**src/pattern_gen_pkg.sv**
```systemverilog
package pattern_gen_pkg;
	// register byte offsets
	localparam logic [7:0] OFS_CTRL = 8'h00;
	localparam logic [7:0] OFS_CFG = 8'h04;
	localparam logic [7:0] OFS_CSI = 8'h08;
	localparam logic [7:0] OFS_LINE_SIZE = 8'h0c;
	localparam logic [7:0] OFS_BAR_SIZE = 8'h10;
	localparam logic [7:0] OFS_ACT_LINES = 8'h14;
	localparam logic [7:0] OFS_TOT_LINES = 8'h18;
	localparam logic [7:0] OFS_LINE_PD = 8'h1c;
	localparam logic [7:0] OFS_VBP = 8'h20;
	localparam logic [7:0] OFS_VFP = 8'h24;
	localparam logic [7:0] OFS_STATUS = 8'h28;
	// fixed pattern bytes: one word each from this base
	localparam logic [1:0] FIX_PAGE = 2'h1;
	localparam int FIX_BYTES = 16;
	// field positions
	localparam int CTRL_EN_BIT = 0;
	localparam int CTRL_FIXED_BIT = 1;
	localparam int CFG_BARS_LSB = 0;
	localparam int CFG_BLK_LSB = 4;
	localparam int CSI_DT_LSB = 0;
	localparam int CSI_VC_LSB = 6;
	localparam int STAT_RUN_BIT = 0;
	localparam int STAT_FRAME_BIT = 1;
	localparam int STAT_LINE_LSB = 16;
	// reset values
	localparam logic [1:0] CTRL_RST = 2'h0;
	localparam logic [1:0] BARS_RST = 2'h3;
	localparam logic [3:0] BLK_RST = 4'h0;
	localparam logic [7:0] CSI_RST = 8'h00;
	localparam logic [15:0] WORD16_RST = 16'h0000;
	localparam logic [7:0] BYTE_RST = 8'h00;
	// reference bar bytes, bar 0 in the low byte
	localparam logic [63:0] BAR_TABLE = 64'h800fcc557ff033aa;
	// output item kinds
	localparam logic [1:0] K_FS = 2'h0;
	localparam logic [1:0] K_FE = 2'h1;
	localparam logic [1:0] K_HDR = 2'h2;
	localparam logic [1:0] K_BYTE = 2'h3;
	// timing
	localparam int CLK_PERIOD_NS = 10;
	localparam int LINE_UNIT_NS = 10;
	localparam int UNIT_CYC = (LINE_UNIT_NS + CLK_PERIOD_NS - 1) / CLK_PERIOD_NS;
	localparam int PD_W = 24;
	typedef enum logic [6:0] {
		S_IDLE = 7'b0000001,
		S_FS = 7'b0000010,
		S_LINE = 7'b0000100,
		S_HDR = 7'b0001000,
		S_DATA = 7'b0010000,
		S_FE = 7'b0100000,
		S_WAIT = 7'b1000000
	} state_e;
endpackage : pattern_gen_pkg

```
**src/csi2_test_pattern_generator.sv**
```systemverilog
// Chosen here: register access over Avalon-MM and the address map.
`timescale 1ns/100ps
module csi2_test_pattern_generator (
	// clock, reset, enable
	input wire logic i_clk,
	input wire logic i_sys_rst,
	input wire logic i_ce,
	// avalon-mm slave
	input wire logic [7:0] i_avs_address,
	input wire logic i_avs_read,
	input wire logic i_avs_write,
	input wire logic [31:0] i_avs_writedata,
	input wire logic [3:0] i_avs_byteenable,
	output logic [31:0] o_avs_readdata,
	output logic o_avs_waitrequest,
	// stream to transmitter
	input wire logic i_tx_ready,
	output logic o_tx_valid,
	output logic [1:0] o_tx_kind,
	output logic [15:0] o_tx_data,
	output logic [5:0] o_tx_dt,
	output logic [1:0] o_tx_vc,
	output logic o_tx_last
);
	import pattern_gen_pkg::*;

	function automatic logic [15:0] merge16(input logic [15:0] old,
		input logic [31:0] wd, input logic [3:0] be);
		merge16 = {be[1] ? wd[15:8] : old[15:8], be[0] ? wd[7:0] : old[7:0]};
	endfunction : merge16

	function automatic logic [2:0] bars_m1(input logic [1:0] code);
		bars_m1 = 3'((4'h1 << code) - 4'h1);
	endfunction : bars_m1

	// register file
	logic [1:0] ctrl_r;
	logic [1:0] bars_r;
	logic [3:0] blk_r;
	logic [7:0] csi_r;
	logic [15:0] lsize_r, bar_r, act_r, tot_r, pd_r;
	logic [7:0] vbp_r, vfp_r;
	logic [7:0] fix_r [FIX_BYTES];
	logic ack_r;
	logic [31:0] rdata_r;
	// frame shadows
	logic sh_fixed;
	logic [1:0] sh_bars;
	logic [3:0] sh_blk;
	logic [7:0] sh_csi;
	logic [15:0] sh_lsize, sh_bar, sh_act, sh_tot, sh_pd;
	logic [7:0] sh_vbp, sh_vfp;
	logic [7:0] sh_fix [FIX_BYTES];
	// sequencing
	state_e state_r;
	logic [PD_W-1:0] pd_cnt_r;
	logic [15:0] line_idx_r;
	logic pend_r;
	logic [15:0] byte_cnt_r, bar_pos_r;
	logic [2:0] bar_idx_r;
	logic [3:0] blk_idx_r;

	logic req, bus_do, wr_do, fix_sel;
	logic [3:0] fix_idx;
	logic running, tick, frame_start, can_load, load;
	logic [PD_W-1:0] pd_limit, pd_cnt_p1;
	logic [15:0] act_end, fe_slot, line_next;
	logic line_active, line_is_fe, last_byte, bar_end, blk_end;
	logic emit, emit_last;
	logic [1:0] emit_kind;
	logic [15:0] emit_data;
	logic [7:0] pat_byte;

	assign req = i_avs_read | i_avs_write;
	assign bus_do = i_ce & req & ~ack_r;
	assign wr_do = i_ce & i_avs_write & ack_r;
	assign o_avs_waitrequest = ~i_ce | (req & ~ack_r);
	assign o_avs_readdata = rdata_r;
	assign fix_sel = i_avs_address[7:6] == FIX_PAGE;
	assign fix_idx = i_avs_address[5:2];

	// one wait cycle per access
	always_ff @(posedge i_clk) begin
		if (i_sys_rst) begin
			ack_r <= 1'b0;
		end else if (i_ce) begin
			ack_r <= req & ~ack_r;
		end
	end

	always_ff @(posedge i_clk) begin
		if (i_sys_rst) begin
			rdata_r <= 32'h0;
		end else if (bus_do) begin
			rdata_r <= 32'h0;
			if (fix_sel) begin
				rdata_r[7:0] <= fix_r[fix_idx];
			end else begin
				unique case (i_avs_address)
					OFS_CTRL: rdata_r[1:0] <= ctrl_r;
					OFS_CFG: rdata_r[7:0] <= {blk_r, 2'h0, bars_r};
					OFS_CSI: rdata_r[7:0] <= csi_r;
					OFS_LINE_SIZE: rdata_r[15:0] <= lsize_r;
					OFS_BAR_SIZE: rdata_r[15:0] <= bar_r;
					OFS_ACT_LINES: rdata_r[15:0] <= act_r;
					OFS_TOT_LINES: rdata_r[15:0] <= tot_r;
					OFS_LINE_PD: rdata_r[15:0] <= pd_r;
					OFS_VBP: rdata_r[7:0] <= vbp_r;
					OFS_VFP: rdata_r[7:0] <= vfp_r;
					OFS_STATUS: begin
						rdata_r[STAT_RUN_BIT] <= running;
						rdata_r[STAT_FRAME_BIT] <= state_r != S_WAIT && running;
						rdata_r[STAT_LINE_LSB +: 16] <= line_idx_r;
					end
					default: rdata_r <= 32'h0;
				endcase
			end
		end
	end

	always_ff @(posedge i_clk) begin
		if (i_sys_rst) begin
			ctrl_r <= CTRL_RST;
			bars_r <= BARS_RST;
			blk_r <= BLK_RST;
			csi_r <= CSI_RST;
			lsize_r <= WORD16_RST;
			bar_r <= WORD16_RST;
			act_r <= WORD16_RST;
			tot_r <= WORD16_RST;
			pd_r <= WORD16_RST;
			vbp_r <= BYTE_RST;
			vfp_r <= BYTE_RST;
		end else if (wr_do && !fix_sel && i_avs_byteenable[0]) begin
			unique case (i_avs_address)
				OFS_CTRL: ctrl_r <= i_avs_writedata[1:0];
				OFS_CFG: begin
					bars_r <= i_avs_writedata[CFG_BARS_LSB +: 2];
					blk_r <= i_avs_writedata[CFG_BLK_LSB +: 4];
				end
				OFS_CSI: csi_r <= i_avs_writedata[7:0];
				OFS_LINE_SIZE: lsize_r <= merge16(lsize_r, i_avs_writedata,
					i_avs_byteenable);
				OFS_BAR_SIZE: bar_r <= merge16(bar_r, i_avs_writedata,
					i_avs_byteenable);
				OFS_ACT_LINES: act_r <= merge16(act_r, i_avs_writedata,
					i_avs_byteenable);
				OFS_TOT_LINES: tot_r <= merge16(tot_r, i_avs_writedata,
					i_avs_byteenable);
				OFS_LINE_PD: pd_r <= merge16(pd_r, i_avs_writedata,
					i_avs_byteenable);
				OFS_VBP: vbp_r <= i_avs_writedata[7:0];
				OFS_VFP: vfp_r <= i_avs_writedata[7:0];
				default: ;
			endcase
		end else if (wr_do && !fix_sel && i_avs_byteenable[1]) begin
			unique case (i_avs_address)
				OFS_LINE_SIZE: lsize_r[15:8] <= i_avs_writedata[15:8];
				OFS_BAR_SIZE: bar_r[15:8] <= i_avs_writedata[15:8];
				OFS_ACT_LINES: act_r[15:8] <= i_avs_writedata[15:8];
				OFS_TOT_LINES: tot_r[15:8] <= i_avs_writedata[15:8];
				OFS_LINE_PD: pd_r[15:8] <= i_avs_writedata[15:8];
				default: ;
			endcase
		end
	end

	always_ff @(posedge i_clk) begin
		if (i_sys_rst) begin
			for (int i = 0; i < FIX_BYTES; i++) begin
				fix_r[i] <= BYTE_RST;
			end
		end else if (wr_do && fix_sel && i_avs_byteenable[0]) begin
			fix_r[fix_idx] <= i_avs_writedata[7:0];
		end
	end

	// frame geometry
	assign running = state_r != S_IDLE;
	assign pd_limit = PD_W'(sh_pd * UNIT_CYC);
	assign pd_cnt_p1 = pd_cnt_r + PD_W'(1);
	assign tick = running & (pd_cnt_p1 >= pd_limit);
	assign act_end = 16'({8'h0, sh_vbp} + sh_act);
	assign fe_slot = 16'(act_end + {8'h0, sh_vfp});
	assign line_active = line_idx_r >= {8'h0, sh_vbp}
		&& line_idx_r < act_end;
	assign line_is_fe = line_idx_r == fe_slot;
	assign line_next = (line_idx_r + 16'h1 >= sh_tot) ? 16'h0
		: 16'(line_idx_r + 16'h1);
	assign frame_start = i_ce & ctrl_r[CTRL_EN_BIT]
		& (state_r == S_IDLE | (state_r == S_WAIT & pend_r
		& line_idx_r == 16'h0));
	assign can_load = ~o_tx_valid | i_tx_ready;
	assign load = i_ce & can_load & emit;

	// pattern byte
	assign last_byte = byte_cnt_r + 16'h1 >= sh_lsize;
	assign bar_end = bar_pos_r + 16'h1 >= sh_bar
		&& bar_idx_r != bars_m1(sh_bars);
	assign blk_end = blk_idx_r == sh_blk;
	assign pat_byte = sh_fixed
		? sh_fix[blk_idx_r] ^ {8{bar_idx_r[0]}}
		: BAR_TABLE[{bar_idx_r, 3'h0} +: 8];

	always_comb begin
		emit = 1'b0;
		emit_kind = K_FS;
		emit_data = 16'h0;
		emit_last = 1'b0;
		unique case (state_r)
			S_FS: emit = 1'b1;
			S_FE: begin
				emit = 1'b1;
				emit_kind = K_FE;
			end
			S_HDR: begin
				emit = 1'b1;
				emit_kind = K_HDR;
				emit_data = sh_lsize;
			end
			S_DATA: begin
				emit = 1'b1;
				emit_kind = K_BYTE;
				emit_data = {8'h0, pat_byte};
				emit_last = last_byte;
			end
			S_IDLE, S_LINE, S_WAIT: ;
		endcase
	end

	// shadows captured only when a frame begins
	always_ff @(posedge i_clk) begin
		if (i_sys_rst) begin
			sh_fixed <= 1'b0;
			sh_bars <= BARS_RST;
			sh_blk <= BLK_RST;
			sh_csi <= CSI_RST;
			sh_lsize <= WORD16_RST;
			sh_bar <= WORD16_RST;
			sh_act <= WORD16_RST;
			sh_tot <= WORD16_RST;
			sh_pd <= WORD16_RST;
			sh_vbp <= BYTE_RST;
			sh_vfp <= BYTE_RST;
			for (int i = 0; i < FIX_BYTES; i++) begin
				sh_fix[i] <= BYTE_RST;
			end
		end else if (frame_start) begin
			sh_fixed <= ctrl_r[CTRL_FIXED_BIT];
			sh_bars <= bars_r;
			sh_blk <= blk_r;
			sh_csi <= csi_r;
			sh_lsize <= lsize_r;
			sh_bar <= bar_r;
			sh_act <= act_r;
			sh_tot <= tot_r;
			sh_pd <= pd_r;
			sh_vbp <= vbp_r;
			sh_vfp <= vfp_r;
			sh_fix <= fix_r;
		end
	end

	// line period timer and slot index
	always_ff @(posedge i_clk) begin
		if (i_sys_rst) begin
			pd_cnt_r <= '0;
			line_idx_r <= 16'h0;
			pend_r <= 1'b0;
		end else if (i_ce) begin
			if (frame_start && state_r == S_IDLE) begin
				// slot 0 dispatched like any later wrap
				pd_cnt_r <= '0;
				line_idx_r <= 16'h0;
				pend_r <= 1'b1;
			end else if (!running) begin
				pend_r <= 1'b0;
			end else begin
				pd_cnt_r <= tick ? '0 : pd_cnt_p1;
				if (tick) begin
					line_idx_r <= line_next;
				end
				if (tick) begin
					pend_r <= 1'b1;
				end else if (state_r == S_WAIT) begin
					pend_r <= 1'b0;
				end
			end
		end
	end

	always_ff @(posedge i_clk) begin
		if (i_sys_rst) begin
			state_r <= S_IDLE;
		end else if (i_ce) begin
			unique case (state_r)
				S_IDLE: if (frame_start) state_r <= S_WAIT;
				S_FS: if (load) state_r <= S_LINE;
				S_LINE: begin
					if (line_active) begin
						state_r <= S_HDR;
					end else if (line_is_fe) begin
						state_r <= S_FE;
					end else begin
						state_r <= S_WAIT;
					end
				end
				S_HDR: begin
					if (load) begin
						state_r <= (sh_lsize == 16'h0) ? S_WAIT : S_DATA;
					end
				end
				S_DATA: if (load && last_byte) state_r <= S_WAIT;
				S_FE: if (load) state_r <= S_WAIT;
				S_WAIT: begin
					if (pend_r && line_idx_r == 16'h0) begin
						state_r <= frame_start ? S_FS : S_IDLE;
					end else if (pend_r) begin
						state_r <= S_LINE;
					end
				end
			endcase
		end
	end

	always_ff @(posedge i_clk) begin
		if (i_sys_rst) begin
			byte_cnt_r <= 16'h0;
			bar_pos_r <= 16'h0;
			bar_idx_r <= 3'h0;
			blk_idx_r <= 4'h0;
		end else if (load && state_r == S_HDR) begin
			byte_cnt_r <= 16'h0;
			bar_pos_r <= 16'h0;
			bar_idx_r <= 3'h0;
			blk_idx_r <= 4'h0;
		end else if (load && state_r == S_DATA) begin
			byte_cnt_r <= 16'(byte_cnt_r + 16'h1);
			blk_idx_r <= blk_end ? 4'h0 : 4'(blk_idx_r + 4'h1);
			if (bar_end) begin
				bar_pos_r <= 16'h0;
				bar_idx_r <= 3'(bar_idx_r + 3'h1);
			end else begin
				bar_pos_r <= 16'(bar_pos_r + 16'h1);
			end
		end
	end

	// registered stream outputs, same clock as the transmitter
	always_ff @(posedge i_clk) begin
		if (i_sys_rst) begin
			o_tx_valid <= 1'b0;
			o_tx_kind <= K_FS;
			o_tx_data <= 16'h0;
			o_tx_dt <= 6'h0;
			o_tx_vc <= 2'h0;
			o_tx_last <= 1'b0;
		end else if (i_ce && can_load) begin
			o_tx_valid <= emit;
			if (emit) begin
				o_tx_kind <= emit_kind;
				o_tx_data <= emit_data;
				o_tx_dt <= sh_csi[CSI_DT_LSB +: 6];
				o_tx_vc <= sh_csi[CSI_VC_LSB +: 2];
				o_tx_last <= emit_last;
			end
		end
	end
endmodule : csi2_test_pattern_generator

```
**config.mk**
```make
export PLATFORM = sky130hd
export DESIGN_NAME = csi2_test_pattern_generator
export DESIGN_NICKNAME = d
export VERILOG_FILES = /design/src/pattern_gen_pkg.sv /design/src/csi2_test_pattern_generator.sv
export SDC_FILE = /design/constraint.sdc
export NUM_CORES = 2
export LEC_CHECK = 0
export ABC_AREA = 0
export BUFFER_PORTS_ARGS = -buffer_cell sky130_fd_sc_hd__buf_4
export CAP_MARGIN = 40
export CORE_MARGIN = 2
export CORE_UTILIZATION = 30
export CTS_CLUSTER_DIAMETER = 60
export DETAILED_ROUTE_END_ITERATION = 8
export GPL_TIMING_DRIVEN = 0
export PLACE_DENSITY = 0.49
export RECOVER_POWER = 25
export SYNTH_ARGS = -nofsm -noshare
export SYNTH_HDL_FRONTEND = slang
export SYNTH_SLANG_ARGS = --single-unit
```
**constraint.sdc**
```tcl
create_clock -name i_clk -period 8.7 [get_ports i_clk]
set_input_delay 0 -clock i_clk [delete_from_list [all_inputs] [get_ports i_clk]]
set_output_delay 0 -clock i_clk [all_outputs]
set_load 0.005 [all_outputs]
```
# [After elaboration in Yosys (flattened, before gate mapping)]
# Index checks and enable logic that the tools add are counted.
[word_totals] n_memories=0 romBits=0 elab_cells=264 register_bits=627 latchBits=0 in_bits=50 ramBits=0 out_inout_bits=61
[classes] multipliers=0 div=0 n_mux=71 n_reduce_logical=45 shift=2 eq_ne=31 addsub=9 bitwise=22 magnitude_cmp=9
[op_table] cell="8-bit 2-to-1 mux" n=28
[op_table] cell="16-bit 2-to-1 mux" n=11
[op_table] cell="128-bit bitwise mux" n=1
[op_table] cell="24-bit 2-to-1 mux" n=4
[op_table] cell="7-bit 2-to-1 mux" n=10
[op_table] cell="8-bit binary-select mux with 4-bit select" n=2
[op_table] cell="64-bit by 7-bit indexed part select with 8-bit output (first input constant)" n=1
[op_table] cell="6-bit case mux with 9 select lines" n=1
[op_table] cell="7-bit case mux with 7 select lines" n=1
[op_table] cell="16-bit by 1-bit adder with 16-bit output (second input constant)" n=3
[op_table] cell="16-bit greater-or-equal comparator" n=3
[op_table] cell="8-bit case mux with 5 select lines" n=1
[op_table] cell="3-bit AND reduction" n=11
[op_table] cell="8-bit demux with 4-bit select" n=1
[op_table] cell="8-bit by 5-bit == test with 1-bit output (second input constant)" n=4
[op_table] cell="16-bit logical NOT" n=2
[op_table] cell="16-bit case mux with 2 select lines" n=1
[op_table] cell="24-bit by 1-bit adder with 24-bit output (second input constant)" n=1
[op_table] cell="8-bit by 6-bit == test with 1-bit output (second input constant)" n=3
[op_table] cell="24-bit by 16-bit greater-or-equal comparator with 1-bit output" n=1
[op_table] cell="2-bit case mux with 11 select lines" n=1
[op_table] cell="2-bit AND reduction" n=9
[op_table] cell="16-bit by 8-bit adder with 16-bit output" n=1
[op_table] cell="8-bit by 16-bit adder with 16-bit output" n=1
[op_table] cell="42 further kinds" n=87

# [Logic depth before layout (Yosys ltp)]
[logic_depth] word_depth=8 ltp_mapped=18 ltp_nobuf=18

# [Worst setup path before layout]
# OpenSTA, ideal clock, no wires.
[synth_timing] path_type="register to register" start="register line_idx_r[3]" end="register line_idx_r[5]" path_stages_with_launch=19 setup_ps=87 setup_slack_ps=4668 synth_period_minus_slack_ps=4032 arrival_ps=3945 t_required_ps=8613 n_path_buf=2 cell_sequence="dfxtp_1 clkbuf_1 and3_1 nand3_1 nor3_1 and3_1 and3_1 nand3_1 xnor2_1 ha_1 a21oi_1 nor2b_1 o21ai_0 o211a_1 o31ai_1 or3_4 buf_6 or4_1 o31ai_1"
[synth_via] elab_chain_len=7 word_cells_on_any_way=14 classes_between="add/sub: 1; order compare: 1; mux: 4; bitwise: 3; reduce/logical: 5"
[synth_lines] item="from (decl)" line="csi2_test_pattern_generator.sv:57" rtl="logic [15:0] line_idx_r;"
[synth_lines] item="from (signal assigned)" line="csi2_test_pattern_generator.sv:281" rtl="line_idx_r <= line_next;"
[synth_lines] item="parallel branches: the longest is 7 deep, another holds 16-bit by 1-bit adder with 16-bit output"
# Several ways; the timed one is not identified. The select of a mux whose other input is x is not followed.
# A chain may end at the register's enable or synchronous reset.

# [Worst setup path after layout]
[layout_timing] start="register line_idx_r[1]" end="register line_idx_r[2]"
# The elaborated chain is that of the path after synthesis.

==> results.toml <==
[die]
start_util = 0.302
die_y_um = 319
core_region_area_sq_um = 98400
num_rows = 115
die_area_sq_um = 102000
ios = 111
die_x_um = 319

[cts]
numCtsBuffers = 80
clk_latency_ns = 0.65
postCtsSetupBuffers = 0
cts_max_level = 3
root_buffer = "clkbuf_16"
cts_max_path_buffers = 3
clock_sinks = 627
path_clk_slew_ns = 0.06
cts_tree = "yes"

[timing]
setup_violations = 0
hold_viol = 0
timing.final.crit_share = 0.584
layout_min_cycle_time_ns = 5.08
setup_tns_ns = 0
fmax_mhz = 197
worst_pin_slew_ns = 1.47
grt_setup_unrepaired = "no"
finalClockSkew_ns = 0.0306
relSlewSlack = 0.0131
slew_viol_final = 0

[setup_path]
path_buf_inv = 1
critical_path_required_ns = 9.25
path_max_fanout = 10
critPathTopFamily = "simple AND/OR/NAND/NOR gates"
arrival_ns = 5.63
setup.worst_path.start_class = "register"
crit_type = "register to register"
critical_path_depth = 16
startpoint = "line_idx_r[1]$_SDFFE_PP0P_"
reg2reg_from = "line_idx_r[1]$_SDFFE_PP0P_"
cpMaxStageDelayCell = "nor4_1"
cpPeakStageDelay_ns = 0.75
reg2reg_depth = 16
cp_cell_sequence = "ha_1 > nand3_1 > nor4_1 > and3_1 > and3_1 > nand3_1 > xnor2_1 > ha_1 > nor2b_1 > o21ai_0 > o211a_1 > o31ai_1 > or3_4 > buf_6 > or3b_1 > a21oi_1"
crit_path_end_kind = "register"

[synthesis]
ys.flop_type = "dfxtp_1"
synthesis.area_sq_um = 29800
synth_compound_area_frac = 0.127
yosys_warnings = 0
synth.yosys.seq_area_share = 0.422
synth.distinct_cells = 71
synth_edf_count = 0
synth_top_family_by_area = "simple AND/OR/NAND/NOR gates"
avgSynthCellArea_sq_um = 8.66
synthXorXnorAreaFrac = 0.0403
synthSimpleGateAreaFrac = 0.185
synthCells = 3436
synth_fa_ha_area_frac = 0.0493
yosys_register_bits = 627
async_flop_share = 0
syn_nets = 3602
synth_mux_area_frac = 0.133

[layout]
final_layout_size_suffix_gt1_frac = 0.101
ff_latch_area_sq_um = 12600
multi_input_area_sq_um = 15900
fill_cells = 10400
finalNetCount = 3846
n_antenna_cell = 0
syn2layout_area_growth_pct = 19.2
final_cell_mix = "665 x nand2_1, 627 x dfxtp_1, 365 x nor2_1, 360 x a21oi_1, 222 x clkbuf_1"
postLayoutCellArea_sq_um = 35500
final_common_cell = "nand2_1"

[run_status]
outcome = "finished, violations left"
violations = "max-capacitance violations"

[grt]
antenna_found_initial = 4
grt.total_usage = 0.215
grt_max_degree = 14
gr-total-overflow = 0
grt_pass1_wl_um = 165000
grt_pass1_vias = 25200

[placed_design]
port_buffers = 83
post_dp_cell_area_sq_um = 32600
dp_hpwl_um = 86200
gp_congestion = 0.960

[route]
firstDrtPassIters = 6
drt_iter0_markers = 2083
via_count = 26100
ant_nets = 0
via_per_inst = 5.18
wire_per_inst_um = 22.2
routed_wl_um = 112000
drc_errors = 0

[job]
maxCapViolations = 1

[power]
ir_drop_mv = 0.141
power.static_leakage_nw = 12.2
cellPowerDensity_nw_per_um2 = 190

[worst_hold_path]
hold_path.class = "input port to register"
whs_path_depth = 3
holdCritStartpoint = "i_avs_writedata[1]"
[cell families (layout without fill, tap and decap cells)]
family,after synthesis,after routing
simple gates,1298,1298
compound gates,633,633
flops,627,627
buf+inv,329,641
mux,296,296
xor+xnor,137,137
fa+ha+maj,116,116
[worst paths after layout]
check                                     to  slack (ns)
hold reg to reg      sh_fix[40]$_SDFFE_PP0P_        0.45
hold / removal        fix_r[41]$_SDFFE_PP0P_        0.03
setup / recovery  line_idx_r[2]$_SDFFE_PP0P_        3.62
setup reg to reg  line_idx_r[2]$_SDFFE_PP0P_        3.62
[power by group]
part / switching (mW) / internal (mW)
logic: 0.278 / 0.105
clock network: 1.41 / 2.05
registers: 0.0172 / 2.88
total: 1.71 / 5.04
[worst reg2reg max path, stage by stage, from the launching register on]
cell and delay, ns:
dfxtp_1 0.66, ha_1 0.33, nand3_1 0.23, nor4_1 0.75, and3_1 0.35, and3_1 0.26, nand3_1 0.12, xnor2_1 0.26
ha_1 0.29, nor2b_1 0.14, o21ai_0 0.14, o211a_1 0.18, o31ai_1 0.16, or3_4 0.41, buf_6 0.17, or3b_1 0.37
a21oi_1 0.19
[state kept, by name, indices dropped and copies added, names as in the netlist, 16 cells and up]
name,count
act_r,16
bar_pos_r,16
bar_r,16
byte_cnt_r,16
fix_r,128
line_idx_r,16
lsize_r,16
o_avs_readdata,32
o_tx_data,16
pd_cnt_r,24
pd_r,16
sh_act,16
sh_bar,16
sh_fix,128
sh_lsize,16
sh_pd,16
sh_tot,16
tot_r,16
[metal layers]
layer  vias to the layer above  routed length, um  global-route usage
li1                      12400                  -                   -
met1                     12700              50400               0.292
met2                       770              51000               0.348
met3                       178               6870              0.0357
met4                         6               3440              0.0674
met5                         -                 36                   0
[repair_timing]
| item | CTS | global route |
|---|---|---|
| resized for setup | 0 | 0 |
| hold buffers | 21 | 0 |
| endpoints found under the hold margin | 88 | 0 |
[layout make-up]
class / instances / share of cell area
Multi-Input combinational cell: 2480 / 0.449
Tap cell: 1287 / 0.0454
Clock buffer: 113 / 0.0668
Timing Repair Buffer: 162 / 0.0374
Clock inverter: 37 / 0.0114
Sequential cell: 627 / 0.354
Inverter: 106 / 0.0112
Buffer: 223 / 0.0247
[cell usage after synthesis, types with 4 or more instances]
library cell  instances  area (sq um)
a21oi_1             360          1800
xor2_1               69           604
or2_2                 8          50.1
o21ai_0              61           305
nor2b_1              13          81.3
a31oi_1              26           163
nor3_1               25           125
o31ai_1               8          60.1
o211ai_1              9          67.6
xnor2_1              68           596
ha_1                114          1430
nor3b_1               7          52.6
a22o_1                6          52.6
buf_2                20           100
o21bai_1              4          30.0
nor4_1               11          68.8
a211oi_1             11          82.6
o2111ai_1             5          43.8
nor2_1              365          1370
a21o_1               34           255
o21a_1                7          52.6
nand4_1              24           150
or4_1                10          75.1
buf_1                15          56.3
a22oi_1              36           270
clkbuf_1            186           698
nand2b_1             23           144
inv_1               105           394
nand3_1              75           375
a222oi_1             18           180
a211o_1               4          35.0
o32ai_1               4          35.0
a41oi_1               8          70.1
nor4b_1               4          35.0
mux4_2               80          1800
nand2_1             665          2500
and3_1               27           169
or3_1                18           113
a221oi_1             13           114
mux2i_1             215          2150
dfxtp_1             627         12600
[through the flow]
stage / hold WS (ns) / cells / worst slack [ns] / util / power, mW
2_1_floorplan: 0.147 / 3436 / 4.67 / - / 3.13
3_3_place_gp: 0.318 / 4806 / 3.23 / 0.325 / 3.31
3_5_place_dp: 0.319 / 4863 / 3.69 / 0.331 / 3.34
5_1_grt: 0.0592 / 5035 / 3.31 / 0.360 / 6.94
6_report: 0.0308 / 5035 / 3.62 / 0.360 / 6.75
4_1_cts: 0.0347 / 5034 / 3.66 / 0.362 / 6.81
No activity file was read; power rests on OpenSTA's default activity.
